## src/rtl/hbp_consts.svh

```systemverilog
// Constants shared by both ends of the host bus port
`ifndef HBP_CONSTS_SVH
`define HBP_CONSTS_SVH

// ============================================================
// Widths
`define HBP_ADDR_W        32
`define HBP_DATA_W        32
`define HBP_IRQ_W         8

// ============================================================
// Timing counts
// Least gap between releasing one slave select and asserting the other
`define HBP_SEL_GAP_CLKS  2
// Device access timer load; the device keeps its own buffer access this many cycles plus one
`define HBP_OWN_ACC_CLKS  4'h2

// ============================================================
// Reset values
`define HBP_IRQ_MASK_RST  8'h00
`define HBP_BUS_STYLE_NAT 1'b0

`endif

```

## src/rtl/hbp_pkg.sv

```systemverilog
// Types shared by both ends of the host bus port
package hbp_pkg;

    // ============================================================
    // Master cycle states, Gray coded along request-grant-strobe-data
    typedef enum logic [2:0] {
        HBP_M_IDLE  = 3'b000,
        HBP_M_REQ   = 3'b001,
        HBP_M_ADDR  = 3'b011,
        HBP_M_DATA  = 3'b010,
        HBP_M_DONE  = 3'b110
    } hbp_mst_e;

    // ============================================================
    // Buffer memory arbiter owner
    typedef enum logic [1:0] {
        HBP_OWN_NONE = 2'b00,
        HBP_OWN_HOST = 2'b01,
        HBP_OWN_DEV  = 2'b11
    } hbp_own_e;

    // ============================================================
    // Host side slave access states
    typedef enum logic [1:0] {
        HBP_H_IDLE = 2'b00,
        HBP_H_WAIT = 2'b01,
        HBP_H_HOLD = 2'b11,
        HBP_H_GAP  = 2'b10
    } hbp_hst_e;

endpackage : hbp_pkg

```

## src/rtl/hbp_if.sv

```systemverilog
// Interface joining the device end and the host end of the port
`timescale 1ns/1ns
`include "hbp_consts.svh"

interface hbp_if;
    // ============================================================
    // Slave access signals: selects driven by the host, acknowledge by the device
    logic                     chip_select_n;
    logic                     shared_mem_request_n;
    logic                     slave_access_ack_n;
    // ============================================================
    // Master side signals
    logic                     bus_style_select;
    logic                     bus_request;
    logic                     bus_grant_in;
    logic                     addr_valid_strobe;
    logic                     transfer_direction;
    logic                     data_phase_strobe_n;
    logic                     wait_ready_in;
    logic                     master_oe;
    logic [`HBP_ADDR_W-1:0]   master_addr;
    logic [`HBP_DATA_W-1:0]   master_wdata;
    logic [`HBP_DATA_W-1:0]   master_rdata;
    logic                     irq_out;

    // Documented device end
    modport dev (
        input  chip_select_n, shared_mem_request_n, bus_style_select,
        input  bus_grant_in, wait_ready_in, master_rdata,
        output slave_access_ack_n, bus_request, addr_valid_strobe,
        output transfer_direction, data_phase_strobe_n, master_oe,
        output master_addr, master_wdata, irq_out
    );

    // System / host end
    modport host (
        output chip_select_n, shared_mem_request_n, bus_style_select,
        output bus_grant_in, wait_ready_in, master_rdata,
        input  slave_access_ack_n, bus_request, addr_valid_strobe,
        input  transfer_direction, data_phase_strobe_n, master_oe,
        input  master_addr, master_wdata, irq_out
    );
endinterface : hbp_if

```

## src/rtl/hbp_dev.sv

```systemverilog
// Device end: bus master cycle, slave acknowledge with arbiter, interrupt
`timescale 1ns/1ns
`include "hbp_consts.svh"

module hbp_dev (
    // Clock and reset
    input  wire logic                     ref_clk,
    input  wire logic                     rst,
    // Link to the host
    hbp_if.dev                            bus,
    // Master cycle requests from the controller core
    input  wire logic                     mst_start,
    input  wire logic                     mst_write,
    input  wire logic [`HBP_ADDR_W-1:0]   mst_addr,
    input  wire logic [`HBP_DATA_W-1:0]   mst_wdata,
    output logic                          mst_done,
    output logic [`HBP_DATA_W-1:0]        mst_rdata,
    // Own buffer memory access request
    input  wire logic                     own_mem_req,
    output logic                          own_mem_gnt,
    // Register slave readiness
    input  wire logic                     regs_ready,
    // Interrupt status sources and mask
    input  wire logic [`HBP_IRQ_W-1:0]    irq_set,
    input  wire logic [`HBP_IRQ_W-1:0]    irq_clr,
    input  wire logic [`HBP_IRQ_W-1:0]    irq_mask,
    output logic [`HBP_IRQ_W-1:0]         irq_status
);

    // ============================================================
    // Master cycle state
    hbp_pkg::hbp_mst_e          mst_q, mst_d;            // Master state
    logic                       req_q, req_d;            // Bus request pin
    logic                       ads_q, ads_d;            // Address strobe pin
    logic                       dir_q, dir_d;            // Direction pin
    logic                       ds_n_q, ds_n_d;          // Data strobe pin
    logic                       oe_q, oe_d;              // Master drive enable
    logic [`HBP_ADDR_W-1:0]     addr_q, addr_d;          // Held cycle address
    logic [`HBP_DATA_W-1:0]     wdat_q, wdat_d;          // Held write data
    logic [`HBP_DATA_W-1:0]     rdat_q, rdat_d;          // Captured read data
    logic                       done_q, done_d;          // Cycle finished pulse
    logic                       nat_mode;                // Bus style zero

    assign nat_mode = (bus.bus_style_select == `HBP_BUS_STYLE_NAT);

    // Next values for the master cycle
    always_comb
    begin
        mst_d  = mst_q;
        req_d  = req_q;
        ads_d  = ads_q;
        dir_d  = dir_q;
        ds_n_d = ds_n_q;
        oe_d   = oe_q;
        addr_d = addr_q;
        wdat_d = wdat_q;
        rdat_d = rdat_q;
        done_d = 1'b0;
        case (mst_q)
            hbp_pkg::HBP_M_IDLE:
            begin
                // Only the bus style zero pinout is handled here
                if (mst_start && nat_mode)
                begin
                    req_d  = 1'b1;
                    addr_d = mst_addr;
                    wdat_d = mst_wdata;
                    dir_d  = mst_write;
                    mst_d  = hbp_pkg::HBP_M_REQ;
                end
            end
            hbp_pkg::HBP_M_REQ:
            begin
                // Wait for grant; drive enable and address strobe stay off before it
                if (bus.bus_grant_in)
                begin
                    oe_d  = 1'b1;
                    ads_d = 1'b0;
                    mst_d = hbp_pkg::HBP_M_ADDR;
                end
            end
            hbp_pkg::HBP_M_ADDR:
            begin
                // Strobe rises: address and direction valid now
                ads_d  = 1'b1;
                ds_n_d = 1'b0;
                mst_d  = hbp_pkg::HBP_M_DATA;
            end
            hbp_pkg::HBP_M_DATA:
            begin
                // Ready high inserts waits, low ends the cycle
                if (!bus.wait_ready_in)
                begin
                    ds_n_d = 1'b1;
                    rdat_d = dir_q ? rdat_q : bus.master_rdata;
                    mst_d  = hbp_pkg::HBP_M_DONE;
                end
            end
            hbp_pkg::HBP_M_DONE:
            begin
                // Release bus and drop request, no activity left
                oe_d   = 1'b0;
                dir_d  = 1'b0;
                req_d  = 1'b0;
                done_d = 1'b1;
                mst_d  = hbp_pkg::HBP_M_IDLE;
            end
            default:
            begin
                mst_d = hbp_pkg::HBP_M_IDLE;
            end
        endcase
    end

    // Register the master cycle
    always_ff @(posedge ref_clk)
    begin
        if (rst)
        begin
            mst_q  <= hbp_pkg::HBP_M_IDLE;
            req_q  <= 1'b0;
            ads_q  <= 1'b1;
            dir_q  <= 1'b0;
            ds_n_q <= 1'b1;
            oe_q   <= 1'b0;
            addr_q <= '0;
            wdat_q <= '0;
            rdat_q <= '0;
            done_q <= 1'b0;
        end
        else
        begin
            mst_q  <= mst_d;
            req_q  <= req_d;
            ads_q  <= ads_d;
            dir_q  <= dir_d;
            ds_n_q <= ds_n_d;
            oe_q   <= oe_d;
            addr_q <= addr_d;
            wdat_q <= wdat_d;
            rdat_q <= rdat_d;
            done_q <= done_d;
        end
    end

    // ============================================================
    // Buffer arbiter and slave acknowledge
    hbp_pkg::hbp_own_e          own_q, own_d;            // Current memory owner
    logic [3:0]                 dcnt_q, dcnt_d;          // Device access timer
    logic                       ack_n_q, ack_n_d;        // Acknowledge pin

    // Next owner; host waits while the device holds memory
    always_comb
    begin
        own_d   = own_q;
        dcnt_d  = dcnt_q;
        ack_n_d = 1'b1;
        case (own_q)
            hbp_pkg::HBP_OWN_NONE:
            begin
                // Host first: its wait is visible to software timing
                if (!bus.shared_mem_request_n)
                    own_d = hbp_pkg::HBP_OWN_HOST;
                else if (own_mem_req)
                begin
                    own_d  = hbp_pkg::HBP_OWN_DEV;
                    dcnt_d = `HBP_OWN_ACC_CLKS;
                end
            end
            hbp_pkg::HBP_OWN_HOST:
            begin
                // Memory is ours to give until the request drops
                if (bus.shared_mem_request_n)
                    own_d = hbp_pkg::HBP_OWN_NONE;
                else
                    ack_n_d = 1'b0;
            end
            hbp_pkg::HBP_OWN_DEV:
            begin
                if (dcnt_q == 4'h0)
                    own_d = hbp_pkg::HBP_OWN_NONE;
                else
                    dcnt_d = dcnt_q - 4'h1;
            end
            default:
            begin
                own_d = hbp_pkg::HBP_OWN_NONE;
            end
        endcase
        // Register access answers independently; host keeps the two apart
        if (!bus.chip_select_n && regs_ready)
            ack_n_d = 1'b0;
    end

    // Register arbiter state
    always_ff @(posedge ref_clk)
    begin
        if (rst)
        begin
            own_q   <= hbp_pkg::HBP_OWN_NONE;
            dcnt_q  <= 4'h0;
            ack_n_q <= 1'b1;
        end
        else
        begin
            own_q   <= own_d;
            dcnt_q  <= dcnt_d;
            ack_n_q <= ack_n_d;
        end
    end

    // ============================================================
    // Interrupt status and output level
    logic [`HBP_IRQ_W-1:0]      ist_q, ist_d;            // Sticky status
    logic                       irq_q, irq_d;            // Interrupt pin

    // Set wins over clear so no event is lost
    always_comb
    begin
        ist_d = (ist_q & ~irq_clr) | irq_set;
        irq_d = nat_mode && |(ist_d & irq_mask);
    end

    // Register interrupt state
    always_ff @(posedge ref_clk)
    begin
        if (rst)
        begin
            ist_q <= `HBP_IRQ_MASK_RST;
            irq_q <= 1'b0;
        end
        else
        begin
            ist_q <= ist_d;
            irq_q <= irq_d;
        end
    end

    // ============================================================
    // Outputs, all from flip-flops
    assign bus.bus_request         = req_q;
    assign bus.addr_valid_strobe   = ads_q;
    assign bus.transfer_direction  = dir_q;
    assign bus.data_phase_strobe_n = ds_n_q;
    assign bus.master_oe           = oe_q;
    assign bus.master_addr         = addr_q;
    assign bus.master_wdata        = wdat_q;
    assign bus.slave_access_ack_n  = ack_n_q;
    assign bus.irq_out             = irq_q;
    assign mst_done                = done_q;
    assign mst_rdata               = rdat_q;
    assign own_mem_gnt             = own_q[1];       // Only the device owner code has bit 1 set
    assign irq_status              = ist_q;

endmodule : hbp_dev

```

## src/flat_wrapper.sv

```systemverilog
// flat-port wrapper written by rule: the top's interface ports become plain ports
module hbp_dev_flat 
  (ref_clk, rst, mst_start, mst_write, mst_addr, mst_wdata, mst_done, mst_rdata, own_mem_req, own_mem_gnt, regs_ready, irq_set, irq_clr, irq_mask, irq_status, bus_chip_select_n, bus_shared_mem_request_n, bus_bus_style_select, bus_bus_grant_in, bus_wait_ready_in, bus_master_rdata, bus_slave_access_ack_n, bus_bus_request, bus_addr_valid_strobe, bus_transfer_direction, bus_data_phase_strobe_n, bus_master_oe, bus_master_addr, bus_master_wdata, bus_irq_out);
  hbp_if bus_i ();
  input  wire logic ref_clk;
  input  wire logic rst;
  input  wire logic mst_start;
  input  wire logic mst_write;
  input  wire logic [`HBP_ADDR_W-1:0] mst_addr;
  input  wire logic [`HBP_DATA_W-1:0] mst_wdata;
  output logic mst_done;
  output logic [`HBP_DATA_W-1:0] mst_rdata;
  input  wire logic own_mem_req;
  output logic own_mem_gnt;
  input  wire logic regs_ready;
  input  wire logic [`HBP_IRQ_W-1:0] irq_set;
  input  wire logic [`HBP_IRQ_W-1:0] irq_clr;
  input  wire logic [`HBP_IRQ_W-1:0] irq_mask;
  output logic [`HBP_IRQ_W-1:0] irq_status;
  input wire logic [$bits(bus_i.chip_select_n)-1:0] bus_chip_select_n;
  input wire logic [$bits(bus_i.shared_mem_request_n)-1:0] bus_shared_mem_request_n;
  input wire logic [$bits(bus_i.bus_style_select)-1:0] bus_bus_style_select;
  input wire logic [$bits(bus_i.bus_grant_in)-1:0] bus_bus_grant_in;
  input wire logic [$bits(bus_i.wait_ready_in)-1:0] bus_wait_ready_in;
  input wire logic [$bits(bus_i.master_rdata)-1:0] bus_master_rdata;
  output wire logic [$bits(bus_i.slave_access_ack_n)-1:0] bus_slave_access_ack_n;
  output wire logic [$bits(bus_i.bus_request)-1:0] bus_bus_request;
  output wire logic [$bits(bus_i.addr_valid_strobe)-1:0] bus_addr_valid_strobe;
  output wire logic [$bits(bus_i.transfer_direction)-1:0] bus_transfer_direction;
  output wire logic [$bits(bus_i.data_phase_strobe_n)-1:0] bus_data_phase_strobe_n;
  output wire logic [$bits(bus_i.master_oe)-1:0] bus_master_oe;
  output wire logic [$bits(bus_i.master_addr)-1:0] bus_master_addr;
  output wire logic [$bits(bus_i.master_wdata)-1:0] bus_master_wdata;
  output wire logic [$bits(bus_i.irq_out)-1:0] bus_irq_out;
  assign bus_i.chip_select_n = bus_chip_select_n;
  assign bus_i.shared_mem_request_n = bus_shared_mem_request_n;
  assign bus_i.bus_style_select = bus_bus_style_select;
  assign bus_i.bus_grant_in = bus_bus_grant_in;
  assign bus_i.wait_ready_in = bus_wait_ready_in;
  assign bus_i.master_rdata = bus_master_rdata;
  assign bus_slave_access_ack_n = bus_i.slave_access_ack_n;
  assign bus_bus_request = bus_i.bus_request;
  assign bus_addr_valid_strobe = bus_i.addr_valid_strobe;
  assign bus_transfer_direction = bus_i.transfer_direction;
  assign bus_data_phase_strobe_n = bus_i.data_phase_strobe_n;
  assign bus_master_oe = bus_i.master_oe;
  assign bus_master_addr = bus_i.master_addr;
  assign bus_master_wdata = bus_i.master_wdata;
  assign bus_irq_out = bus_i.irq_out;
  hbp_dev u_core (.ref_clk(ref_clk), .rst(rst), .bus(bus_i), .mst_start(mst_start), .mst_write(mst_write), .mst_addr(mst_addr), .mst_wdata(mst_wdata), .mst_done(mst_done), .mst_rdata(mst_rdata), .own_mem_req(own_mem_req), .own_mem_gnt(own_mem_gnt), .regs_ready(regs_ready), .irq_set(irq_set), .irq_clr(irq_clr), .irq_mask(irq_mask), .irq_status(irq_status));
endmodule
```

## config.mk

```make
export PLATFORM = sky130hd
export DESIGN_NAME = hbp_dev_flat
export DESIGN_NICKNAME = d
export VERILOG_FILES = /design/src/rtl/hbp_pkg.sv /design/src/rtl/hbp_if.sv /design/src/rtl/hbp_dev.sv /design/src/flat_wrapper.sv
export VERILOG_INCLUDE_DIRS = /design/src /design/src/rtl
export SDC_FILE = /design/constraint.sdc
export NUM_CORES = 1
export LEC_CHECK = 0
export BUFFER_PORTS_ARGS = -buffer_cell sky130_fd_sc_hd__clkbuf_2
export CAP_MARGIN = 25
export CORE_ASPECT_RATIO = 0.6
export CORE_MARGIN = 1
export CORE_UTILIZATION = 44
export CTS_CLUSTER_SIZE = 28
export DETAILED_ROUTE_END_ITERATION = 8
export PLACE_DENSITY_LB_ADDON = 0.2
export SLEW_MARGIN = 20
export SYNTH_ARGS = -nofsm -noshare
export SYNTH_HDL_FRONTEND = slang
export SYNTH_SLANG_ARGS = --single-unit
```

## constraint.sdc

```tcl
create_clock -name ref_clk -period 2.1 [get_ports ref_clk]
set_input_delay 0.21 -clock ref_clk [delete_from_list [all_inputs] [get_ports ref_clk]]
set_output_delay 0.21 -clock ref_clk [all_outputs]
set_load 0.01 [all_outputs]
```

Yosys cells after proc, flatten, opt, wreduce, memory -nomap -nowiden. Index checks and enable logic that the tools add are counted.

Register bits after elaboration: 121. Output and inout bits: 113. Logic and storage cells: 87.

Add/subtract/negate cells: 1. Equal/unequal tests: 15. Muxes and demuxes: 27. Bitwise logic cells: 7. Reduce and logical (&&, ||, !) cells: 22.

Operators with widths (number): bitwise AND 8 bit (2); two-way mux 4 bit (3); != test 2 bit, second input constant (6); one-hot mux 3 bit (4 select lines) (1); one-hot mux 1 bit (2 select lines) (5); AND reduction 2 bit (5); nonzero test 2 bit (5); two-way mux 1 bit (9); two-way mux 3 bit (3); AND reduction 3 bit (3); two-way mux 2 bit (4); inverter 8 bit (1); OR 8 bit (1); one-hot mux 4 bit (2 select lines) (1); OR reduction 8 bit (1); == test 3 x 2 -> 1 bit, second input constant (2); one-hot mux 2 bit (3 select lines) (1); zero test 4 bit (1); != test 2 x 1 -> 1 bit, second input constant (2); AND reduction 4 bit (1); subtractor 4 x 1 -> 4 bit, second input constant (1); == test 3 x 1 -> 1 bit, second input constant (1); == test 3 bit, second input constant (1); logical AND 1 bit (3); other kinds (7) (9).

Longest topological paths before layout. Gate-level depths: netlist of the first run.

Word-level depth: 6. Depth in mapped cells: 7. Depth with buffers taken out: 6.

Worst setup path before layout of the first run. No wires, ideal clock.

Path type: reg-to-reg. From: register u_core.mst_q[2]. To: register u_core.rdat_q[10], in the netlist u_core.mst_rdata[10]. Setup time: 0.132 ns. Arrival: 1.525 ns. Data required time: 1.968 ns. Path slack: 0.443 ns. Cell stages (with the launch flop): 8. Path buffers: 3. Cells stage by stage: dfxtp_1 buf_6 or4b_4 or2_1 buf_6 buf_6 nand2_1 a21oi_1.

Longest elaborated chain between the ends: 2.

Ends and longest elaborated chain: start: declaration (line hbp_dev.sv:32) `hbp_pkg::hbp_mst_e mst_q, mst_d;`; start signal: assignment (line hbp_dev.sv:120) `mst_q <= hbp_pkg::HBP_M_IDLE;`; start signal: assignment (line hbp_dev.sv:133) `mst_q <= mst_d;`; == test 3 x 2 -> 1 bit (line hbp_dev.sv:59) `case (mst_q)`; AND reduction 3 bit (no line); end signal: assignment (line hbp_dev.sv:141) `rdat_q <= rdat_d;`; end: declaration (line hbp_dev.sv:40) `` logic [`HBP_DATA_W-1:0] rdat_q, rdat_d; ``.

No other way between the ends. A chain may end at the register's enable or synchronous reset.

Worst setup path after layout of the first run.
From: register u_core.dcnt_q[0]. To: register u_core.dcnt_q[2].

Longest elaborated chain between the ends: 3.

Ends and longest elaborated chain: start: declaration (line hbp_dev.sv:149) `logic [3:0] dcnt_q, dcnt_d;`; start signal: assignment (line hbp_dev.sv:207) `dcnt_q <= dcnt_d;`; subtractor 4 x 1 -> 4 bit or zero test 4 bit (tied branches) (line hbp_dev.sv:183, hbp_dev.sv:180); two-way mux 4 bit or != test 2 bit (tied branches); one-hot mux 4 bit (2 select lines) or AND reduction 4 bit (tied branches).

Parallel ways exist; a longest one is shown, timed or not. The select of a mux whose other input is x is not followed.

==> metrics.txt, run 1 <==
outcome=finished, final reports clean; Critical Path Start Type=flop; dpl cells=879; Area Growth Syn to Fin=44.5%; IO Pins=244; H-tree depth=4; Worst setup EP type=flop; fin cells=between 900 and 1000; Critical Path RT=between 2 and 2.5 ns; GRT Total Usage=23.4%; hold path depth=3; area leader, netlist=dfxtp_1; DRC viols=0; min-delay worst type=in -> reg; placed inst area=5630 um2; FF/Latch Area=2420 um2; IO Port Bufs=243; GPL Wtd Cong=around 0.8; dominant cells by area after synthesis=dfxtp_1 (56%), nand2_1 (17%), a21oi_1 (12%); layout cell share with drive strength beyond 1=37.1%; top-count cell post-synth=nand2_1; Total Wirelength=11800 um; fin area=6270 um2; Worst VDD drop=586 uV; CP Class=reg -> reg; Core Area=9390 um2; cell count of the worst reg-to-reg path=6; ANT nets after route=0; Die X=130 um; hpwl dp=8470 um; Peak Freq=526 MHz; area of the multi-input gates=1720 um2; Routed WL per cell=13.0 um; Critical Path AT=2.22 ns; syn nets=between 600 and 700; largest net degree at the start of global routing=66; Yosys warning count=0; FF+latch count, synth=121; Slew Viols, Final=0; TritonCTS clock tree=built; Cells after Synth=535; Initial Util=46.2%; vias in the first global route=4061; final core utilization=66.8%; syn_area_per_cell=8.12 um2; Via-to-Cell Ratio=about 4.8; async set-reset flop share out of synthesis=0%; drt first pass iters=4; Max-slew headroom=62.8%; CTS sink count=121; Layout fillers=830; P per Cell Area=973 nW/um2; post-synth top area share=55.8%; Clock Skew=0.0122 ns; Synth top cells by count=nand2_1 (199), dfxtp_1 (121), a21oi_1 (107); Final nets=900; clock-pin slew on the worst setup and hold paths=0.06 ns; post-layout min period=1.90 ns; Slew @ Worst Pin=0.558 ns; Vias=4372; first-pass GRT wire length=about 18000 um; RSZ-0062 raised after global routing=no; cts hold-fix bufs=0; cts bufs inserted=17; count of final setup violators=0; sequential fraction of the synthesis area=between 50 and 60%; synth unique cells=33; setup TNS=0 ns; Antenna diodes=0; P_leak=~2.8 nW; FF-to-FF setup slack=0.20 ns; die area=10300 um2; period utilisation layout=90.6%; Worst Hold Path EP=u_core.bus.master_addr[8]; root buffer cell=clkbuf_16; buffer levels on the longest clock path=2; R2R Path End=u_core.dcnt_q[2]; initial antenna violation count=0; Synth Flop Type=dfxtp_1; postcts setup bufs=0; GRT overflow=0; RR Startpoint=u_core.dcnt_q[0]; Die Y=~80 um; Initial DRC Count=168; mapped cell area=4340 um2; Cell Rows=27; max-cap violations=0; number of synthesized flops with an enable pin=0; critical-path maximum fanout=6; Hold Startpoint=mst_addr[8]; total power=6.11 mW; clock latency on the worst-skew pair=0.41 ns; Hold Vio Cnt, Final=0; Resize count post-CTS=0
## state kept, by name, summed over array words and instances, names as in the netlist
register / flops
u_core.bus.addr_valid_strobe: 1
u_core.bus.bus_request: 1
u_core.bus.data_phase_strobe_n: 1
u_core.bus.irq_out: 1
u_core.bus.master_addr: 32
u_core.bus.master_oe: 1
u_core.bus.master_wdata: 32
u_core.bus.slave_access_ack_n: 1
u_core.bus.transfer_direction: 1
u_core.dcnt_q: 4
u_core.irq_status: 8
u_core.mst_done: 1
u_core.mst_q: 3
u_core.mst_rdata: 32
u_core.own_q: 2
## layout by cell type, fill, tap and decap left out, types with 2 or more instances in the layout
master,netlist,layout
clkbuf_2,0,242
nand2_1,199,199
dfxtp_1,121,121
a21oi_1,107,107
clkbuf_16,0,17
o21ai_0,11,11
nor2_1,10,10
inv_1,8,8
nor2b_1,7,7
o21ba_2,6,6
clkbuf_8,0,5
nand2b_1,4,4
bufinv_16,0,4
buf_4,0,4
buf_12,0,3
a211oi_1,2,2
nand3_1,2,2
o21bai_1,2,2
or3_1,2,2
o2111ai_1,2,2
clkinv_2,0,2
clkbuf_1,21,2
## worst max-delay path by stage
stage	from	to	cells after the start
after floorplan	u_core.mst_q[2]	u_core.mst_rdata[10]	7
after global placement	u_core.mst_q[2]	u_core.bus.master_wdata[22]	4
after detailed placement	u_core.dcnt_q[0]	u_core.dcnt_q[3]	6
after CTS	u_core.dcnt_q[0]	u_core.dcnt_q[2]	6
after global routing	u_core.dcnt_q[0]	u_core.dcnt_q[1]	6
final	u_core.dcnt_q[0]	u_core.dcnt_q[2]	6
## power by group
part	switching, mW	leakage [nW]	total (mW)	internal, mW
combinational	0.293	1.55	0.538	0.244
sequential	0.0561	0.986	2.45	2.40
clock	0.980	0.312	3.11	2.13
total	1.33	2.84	6.11	4.78
## kinds of logic (layout without fill, tap and decap cells)
kind of cell               Yosys count  after routing  synth area share (%)
adders and majority gates            1              1                 0.288
DFF                                121            121                  55.8
buffers and inverters               43            288                  4.84
and+or+nand+nor                    238            238                  22.6
AOI/OAI and AO/OA                  132            132                  16.5
## worst max-delay path, cell delays in order, from the launching register on
cell     delay, ns
dfxtp_1       0.32
inv_1         0.08
ha_1          0.21
or3b_2        0.50
a21oi_1       0.39
o21ai_0       0.16
a21oi_1       0.16
## through the flow
| stage | setup slack, ns | hold slack, ns |
|---|---|---|
| CTS | 0.241 | 0.000441 |
| global route | 0.0314 | 0.00935 |
| floorplan | 0.443 | 0.338 |
| detailed placement | 0.254 | 0.440 |
| finish | 0.198 | 0.0189 |
| global placement | 0.322 | 0.431 |
## cell type report
type | count | share of cell area (%)
sequential | 121 | 38.6
multi-input combinational | 371 | 27.4
timing repair buffer | 249 | 20.7
clock buffer | 24 | 8.00
tap | 130 | 2.59
clock inverter | 7 | 2.19
inverter | 8 | 0.479
## routing by layer
metal	track usage, %	share of wire, %	vias up
li1	-	-	2218
met1	25.1	41	1977
met2	40.1	49	159
met3	8.89	8.5	18
met4	12.7	1.4	0
met5	0	0	-
(Power assumes the default switching activity.)
==> run 2, diff against run 1 <==
--- a/config.mk
+++ b/config.mk
@@ -10,7 +10,8 @@
 export CAP_MARGIN = 25
 export CORE_ASPECT_RATIO = 0.6
 export CORE_MARGIN = 1
-export CORE_UTILIZATION = 44
+export CORE_UTILIZATION = 45
+export CTS_BUF_LIST = sky130_fd_sc_hd__clkbuf_2
 export CTS_CLUSTER_SIZE = 28
 export DETAILED_ROUTE_END_ITERATION = 8
 export PLACE_DENSITY_LB_ADDON = 0.2
==> metrics.txt, run 2 (synthesis results as in run 1) <==
Critical Path AT=2.41 ns (+0.19 ns); GPL Wtd Cong=0.840 (+5.3%); CTS sink count=121 (unchanged); GRT overflow=0 (unchanged); Max-slew headroom=66.2% (+3.4 points); clock latency on the worst-skew pair=0.65 ns (+0.24 ns); top sig layer=met4; Core Area=9260 um2 (-1.4%); Peak Freq=535 MHz (+1.8%); ANT nets after route=0 (unchanged); root buffer cell=clkbuf_2; cell family with most CP delay=simple AND/OR/NAND/NOR gates; clock-pin slew on the worst setup and hold paths=0.17 ns (+0.11 ns); outcome=finished, final reports clean; Hold Vio Cnt, Final=0 (unchanged); Cell Rows=27 (unchanged); Vias=5055 (+16%); crit path cell chain=or4_2 > buf_12 > nand2_1 > a21oi_1; Total Wirelength=14700 um (+25%); period utilisation layout=89.0% (-1.6 points); largest net degree at the start of global routing=66 (unchanged); Critical Path RT=2.64 ns (+0.22 ns); Final nets=1027 (+14%); Die Y=78.1 um (-1.1%); Slew Viols, Final=0 (unchanged); cts bufs inserted=17 (unchanged); Worst VDD drop=486 uV (-17%); fin area=7080 um2 (+13%); P_leak=3.19 nW (+12%); Critical Path Start Type=flop; CP Class=reg -> reg; vias in the first global route=5053 (+24%); Routed WL per cell=14.2 um (+9.5%); Met1 Wirelength=5720 um (+18%); drt first pass iters=5 (+1); placed inst area=5630 um2 (unchanged); Initial DRC Count=335 (+99%); GRT Total Usage=29.5% (+6.1 points); most common cell after layout, fill and taps aside=clkbuf_2; met2 WL=7440 um (+28%); P per Cell Area=626 nW/um2 (-36%); post-layout min period=1.87 ns (-0.0335 ns); layout cell share with drive strength beyond 1=31.5% (-5.6 points); RSZ-0062 raised after global routing=no; DRC viols=0 (unchanged); Clock Skew=0.0254 ns (+0.0132 ns); WP buf/inv=1 (unchanged); H-tree depth=4 (unchanged); Die X=129 um (-1.1%); IO Pins=244 (unchanged); commonest non-fill, non-tap cells in the layout=clkbuf_2 (259), nand2_1 (199), dlygate4sd3_1 (127), dfxtp_1 (121), a21oi_1 (107); Initial Util=46.9% (+0.68 points); initial antenna violation count=0 (unchanged); die area=10100 um2 (-2.2%); setup TNS=0 ns (unchanged); Via-to-Cell Ratio=4.88 (+1.6%); count of final setup violators=0 (unchanged); hpwl dp=8200 um (-3.3%); Resize count post-CTS=0 (unchanged); IO Port Bufs=243 (unchanged); first-pass GRT wire length=23300 um (+26%); min-delay worst type=in -> reg; Slew @ Worst Pin=0.508 ns (-0.0506 ns); metal3 WL=1160 um (+16%); buffer levels on the longest clock path=2 (unchanged); critical-path maximum fanout=57 (+51); final core utilization=76.5% (+9.7 points); Antenna diodes=0 (unchanged); max-cap violations=0 (unchanged); Area Growth Syn to Fin=63.0%; TritonCTS clock tree=built; CP max stage cell=or4_2; Worst setup EP type=flop; Slowest Stage Delay on Critical Path=0.87 ns (+0.37 ns)
## run 2: metrics by stage
step	hold WS (ns)	setup WS (ns)	total power, mW	std cells
detailed placement	0.438	0.298	3.04	879
global route	0.221	0.0444	4.63	1036
CTS	0.156	0.256	4.43	1036
global placement	0.432	0.320	3.02	879
floorplan	0.338	0.443	2.76	535
finish	0.217	0.231	4.43	1036
## run 2: where the power goes
part / internal, mW / switching, mW / total (mW)
sequential: 2.40 / 0.0585 / 2.46
combinational: 0.401 / 0.354 / 0.756
clock: 0.381 / 0.841 / 1.22
total: 3.18 / 1.25 / 4.43
## run 2: cell type report
class	instances	area, um2
flip-flops and latches	121	2420
fillers	648	2180
well taps	130	163
repair buffers	376	2570
clock inverters	13	88.8
multi-input cells	371	1720
inverters	8	30.0
clock buffers	17	85.1
## run 2: worst register-to-register path: stages, from the launching register on
cell and delay (ns):
dfxtp_1 0.42, or4_2 0.87, buf_12 0.26, nand2_1 0.15, a21oi_1 0.08
## run 2: timing repair
action	4_1_cts	5_1_grt
hold buffers	127	0
hold endpoints to repair	117	0
setup endpoints to repair	0	0
setup buffers	0	0
## run 2: metal layers
| metal | vias to the layer above | global-route usage [%] |
|---|---|---|
| li1 | 2466 | - |
| met1 | 2308 | 32.3 |
| met2 | 234 | 52.2 |
| met3 | 47 | 8.18 |
| met4 | 0 | 15.9 |
| met5 | - | 0 |
## run 2: final timing paths
check / startpoint / to / slack, ns / cells after the start
worst max register to register: u_core.mst_q[2] / u_core.bus.master_addr[9] / 0.23 / 4
worst min-delay path: own_mem_req / u_core.own_q[1] / 0.22 / 4
worst max-delay path: u_core.mst_q[2] / u_core.bus.master_addr[9] / 0.23 / 4
worst min register to register: u_core.bus.master_wdata[31] / u_core.bus.master_wdata[31] / 0.47 / 2
==> run 3, diff against run 2 <==
--- a/config.mk
+++ b/config.mk
@@ -15,6 +15,7 @@
 export CTS_CLUSTER_SIZE = 28
 export DETAILED_ROUTE_END_ITERATION = 8
 export PLACE_DENSITY_LB_ADDON = 0.2
+export SETUP_SLACK_MARGIN = 0.3
 export SLEW_MARGIN = 20
 export SYNTH_ARGS = -nofsm -noshare
 export SYNTH_HDL_FRONTEND = slang
==> metrics.txt, run 3 (synthesis results as in run 1) <==
CP max stage cell=or4b_4; TritonCTS clock tree=built; Slowest Stage Delay on Critical Path=0.57 ns (-0.30 ns); die area=10100 um2 (unchanged); Die X=129 um (unchanged); Initial DRC Count=301 (-10%); FF-to-FF setup slack=0.38 ns (+0.15 ns); most common cell after layout, fill and taps aside=clkbuf_2; vias in the first global route=5109 (+1.1%); hold slack=0.0882 ns (-0.128 ns); final core utilization=76.8% (+0.32 points); layout cell share with drive strength beyond 1=32.1% (+0.66 points); Vias=5105 (+0.99%); WP depth=5 (+1); initial antenna violation count=1 (+1); CTS sink count=121 (unchanged); Initial Util=46.9% (unchanged); min-delay worst type=in -> reg; fin cells=1037 (+0.097%); IO Port Bufs=243 (unchanged); Die Y=78.1 um (unchanged); cts bufs inserted=17 (unchanged); commonest non-fill, non-tap cells in the layout=clkbuf_2 (259), nand2_1 (199), dlygate4sd3_1 (125), dfxtp_1 (118), a21oi_1 (105); P per Cell Area=625 nW/um2 (-0.13%); Worst setup EP type=flop; Area Growth Syn to Fin=63.7%; Critical Path RT=2.62 ns (-0.02 ns); root buffer cell=clkbuf_2; outcome=finished, final reports clean; cell family with most CP delay=simple AND/OR/NAND/NOR gates; Via-to-Cell Ratio=4.92 (+0.89%); Total Wirelength=14900 um (+1.2%); largest net degree at the start of global routing=66 (unchanged); GRT Total Usage=29.9% (+0.38 points); RR Startpoint=u_core.mst_q[2]; hold path depth=4 (unchanged); P_leak=3.20 nW (+0.45%); WP buf/inv=1 (unchanged); Worst Hold Path EP=u_core.own_q[1]; Core Area=9260 um2 (unchanged); max-cap violations=0 (unchanged); crit path cell chain=or4b_4 > or2_1 > buf_4 > nand2_1 > a21oi_1; count of final setup violators=0 (unchanged); GPL Wtd Cong=0.840 (unchanged); Critical Path AT=2.24 ns (-0.17 ns); clock-pin slew on the worst setup and hold paths=0.16 ns (about the same); ANT nets after route=0 (unchanged); drt first pass iters=5 (unchanged); CP Class=reg -> reg; setup TNS=0 ns (unchanged); clock latency on the worst-skew pair=0.65 ns (about the same); DRC viols=0 (unchanged); IO Pins=244 (unchanged); cell count of the worst reg-to-reg path=5 (+1); period utilisation layout=81.9% (-7.1 points); dpl cells=879 (unchanged); critical-path maximum fanout=32 (-44%); Slew @ Worst Pin=0.510 ns (+0.00229 ns); H-tree depth=4 (unchanged); GRT overflow=0 (unchanged); hpwl dp=8200 um (unchanged); RSZ-0062 raised after global routing=no; Clock Skew=0.0264 ns (+0.000964 ns); Critical Path Start Type=flop; R2R Path End=u_core.mst_rdata[3]; Routed WL per cell=14.4 um (+1.1%); Cell Rows=27 (unchanged); buffer levels on the longest clock path=2 (unchanged); Final nets=1027 (unchanged); Max-slew headroom=66.0% (-0.15 points); Peak Freq=582 MHz (+8.7%); first-pass GRT wire length=23600 um (+1.3%); Worst VDD drop=488 uV (+0.51%); Hold Vio Cnt, Final=0 (unchanged); post-layout min period=1.72 ns (-0.149 ns); Hold Startpoint=own_mem_req; Slew Viols, Final=0 (unchanged)
-- run 3: changes by cell type in the layout (fill, tap and decap cells not counted), moves of 2 or more --
cell / before / now
a21oi_1: 107 / 105
dfxtp_1: 121 / 118
dfxtp_2: 0 / 3
dlygate4sd3_1: 127 / 125
o21ai_0: 11 / 9
o21ai_1: 0 / 2
-- run 3: timing repair --
action,in CTS,in global routing
gates resized for setup,2,10
hold buffers,126,0
endpoints found under the setup margin,28,32
pin swaps,0,1
setup buffers,0,1
hold endpoints to repair,117,0
gates cloned,0,0
-- run 3: per-layer routing --
layer	GRT usage, %	routed length, um	vias up
met5	0	0	-
met4	15.8	352	0
met3	8.25	1230	41
met2	53.0	7520	245
met1	32.7	5790	2351
li1	-	-	2468
-- run 3: tightest hold or removal path, delay by kind of cell --
family	cells	cell delay, ns
and+or+nand+nor	2	0.22
buffers and inverters	1	0.09
AOI/OAI and AO/OA	1	0.17
-- run 3: power breakdown --
group / leakage (nW) / internal [mW] / switching (mW)
clock network: 0.112 / 0.381 / 0.843
logic: 2.10 / 0.406 / 0.359
registers: 0.987 / 2.40 / 0.0595
-- run 3: worst max-delay path by stage --
stage                           startpoint  slack [ns]                           to
after CTS                  u_core.mst_q[2]        0.34         u_core.mst_rdata[27]
after global placement     u_core.mst_q[2]        0.32  u_core.bus.master_wdata[13]
after detailed placement  u_core.dcnt_q[0]        0.30             u_core.dcnt_q[1]
final                      u_core.mst_q[2]        0.38          u_core.mst_rdata[3]
after floorplan            u_core.mst_q[2]        0.44         u_core.mst_rdata[10]
after global routing       u_core.mst_q[2]        0.31         u_core.mst_rdata[31]
-- run 3: layout make-up --
class / count / area, um2
clock buffers: 17 / 85.1
clock inverters: 13 / 88.8
repair buffers: 376 / 2580
well taps: 130 / 163
fillers: 647 / 2150
inverters: 8 / 30.0
diodes: 1 / 2.50
flip-flops and latches: 121 / 2430
multi-input cells: 371 / 1740
-- run 3: through the flow --
step	setup slack, ns	area, um2	power [mW]
after floorplan	0.443	4340	2.76
after global placement	0.320	5630	3.02
after detailed placement	0.298	5630	3.04
after CTS	0.343	7080	4.43
after global routing	0.313	7110	4.65
final	0.380	7110	4.45
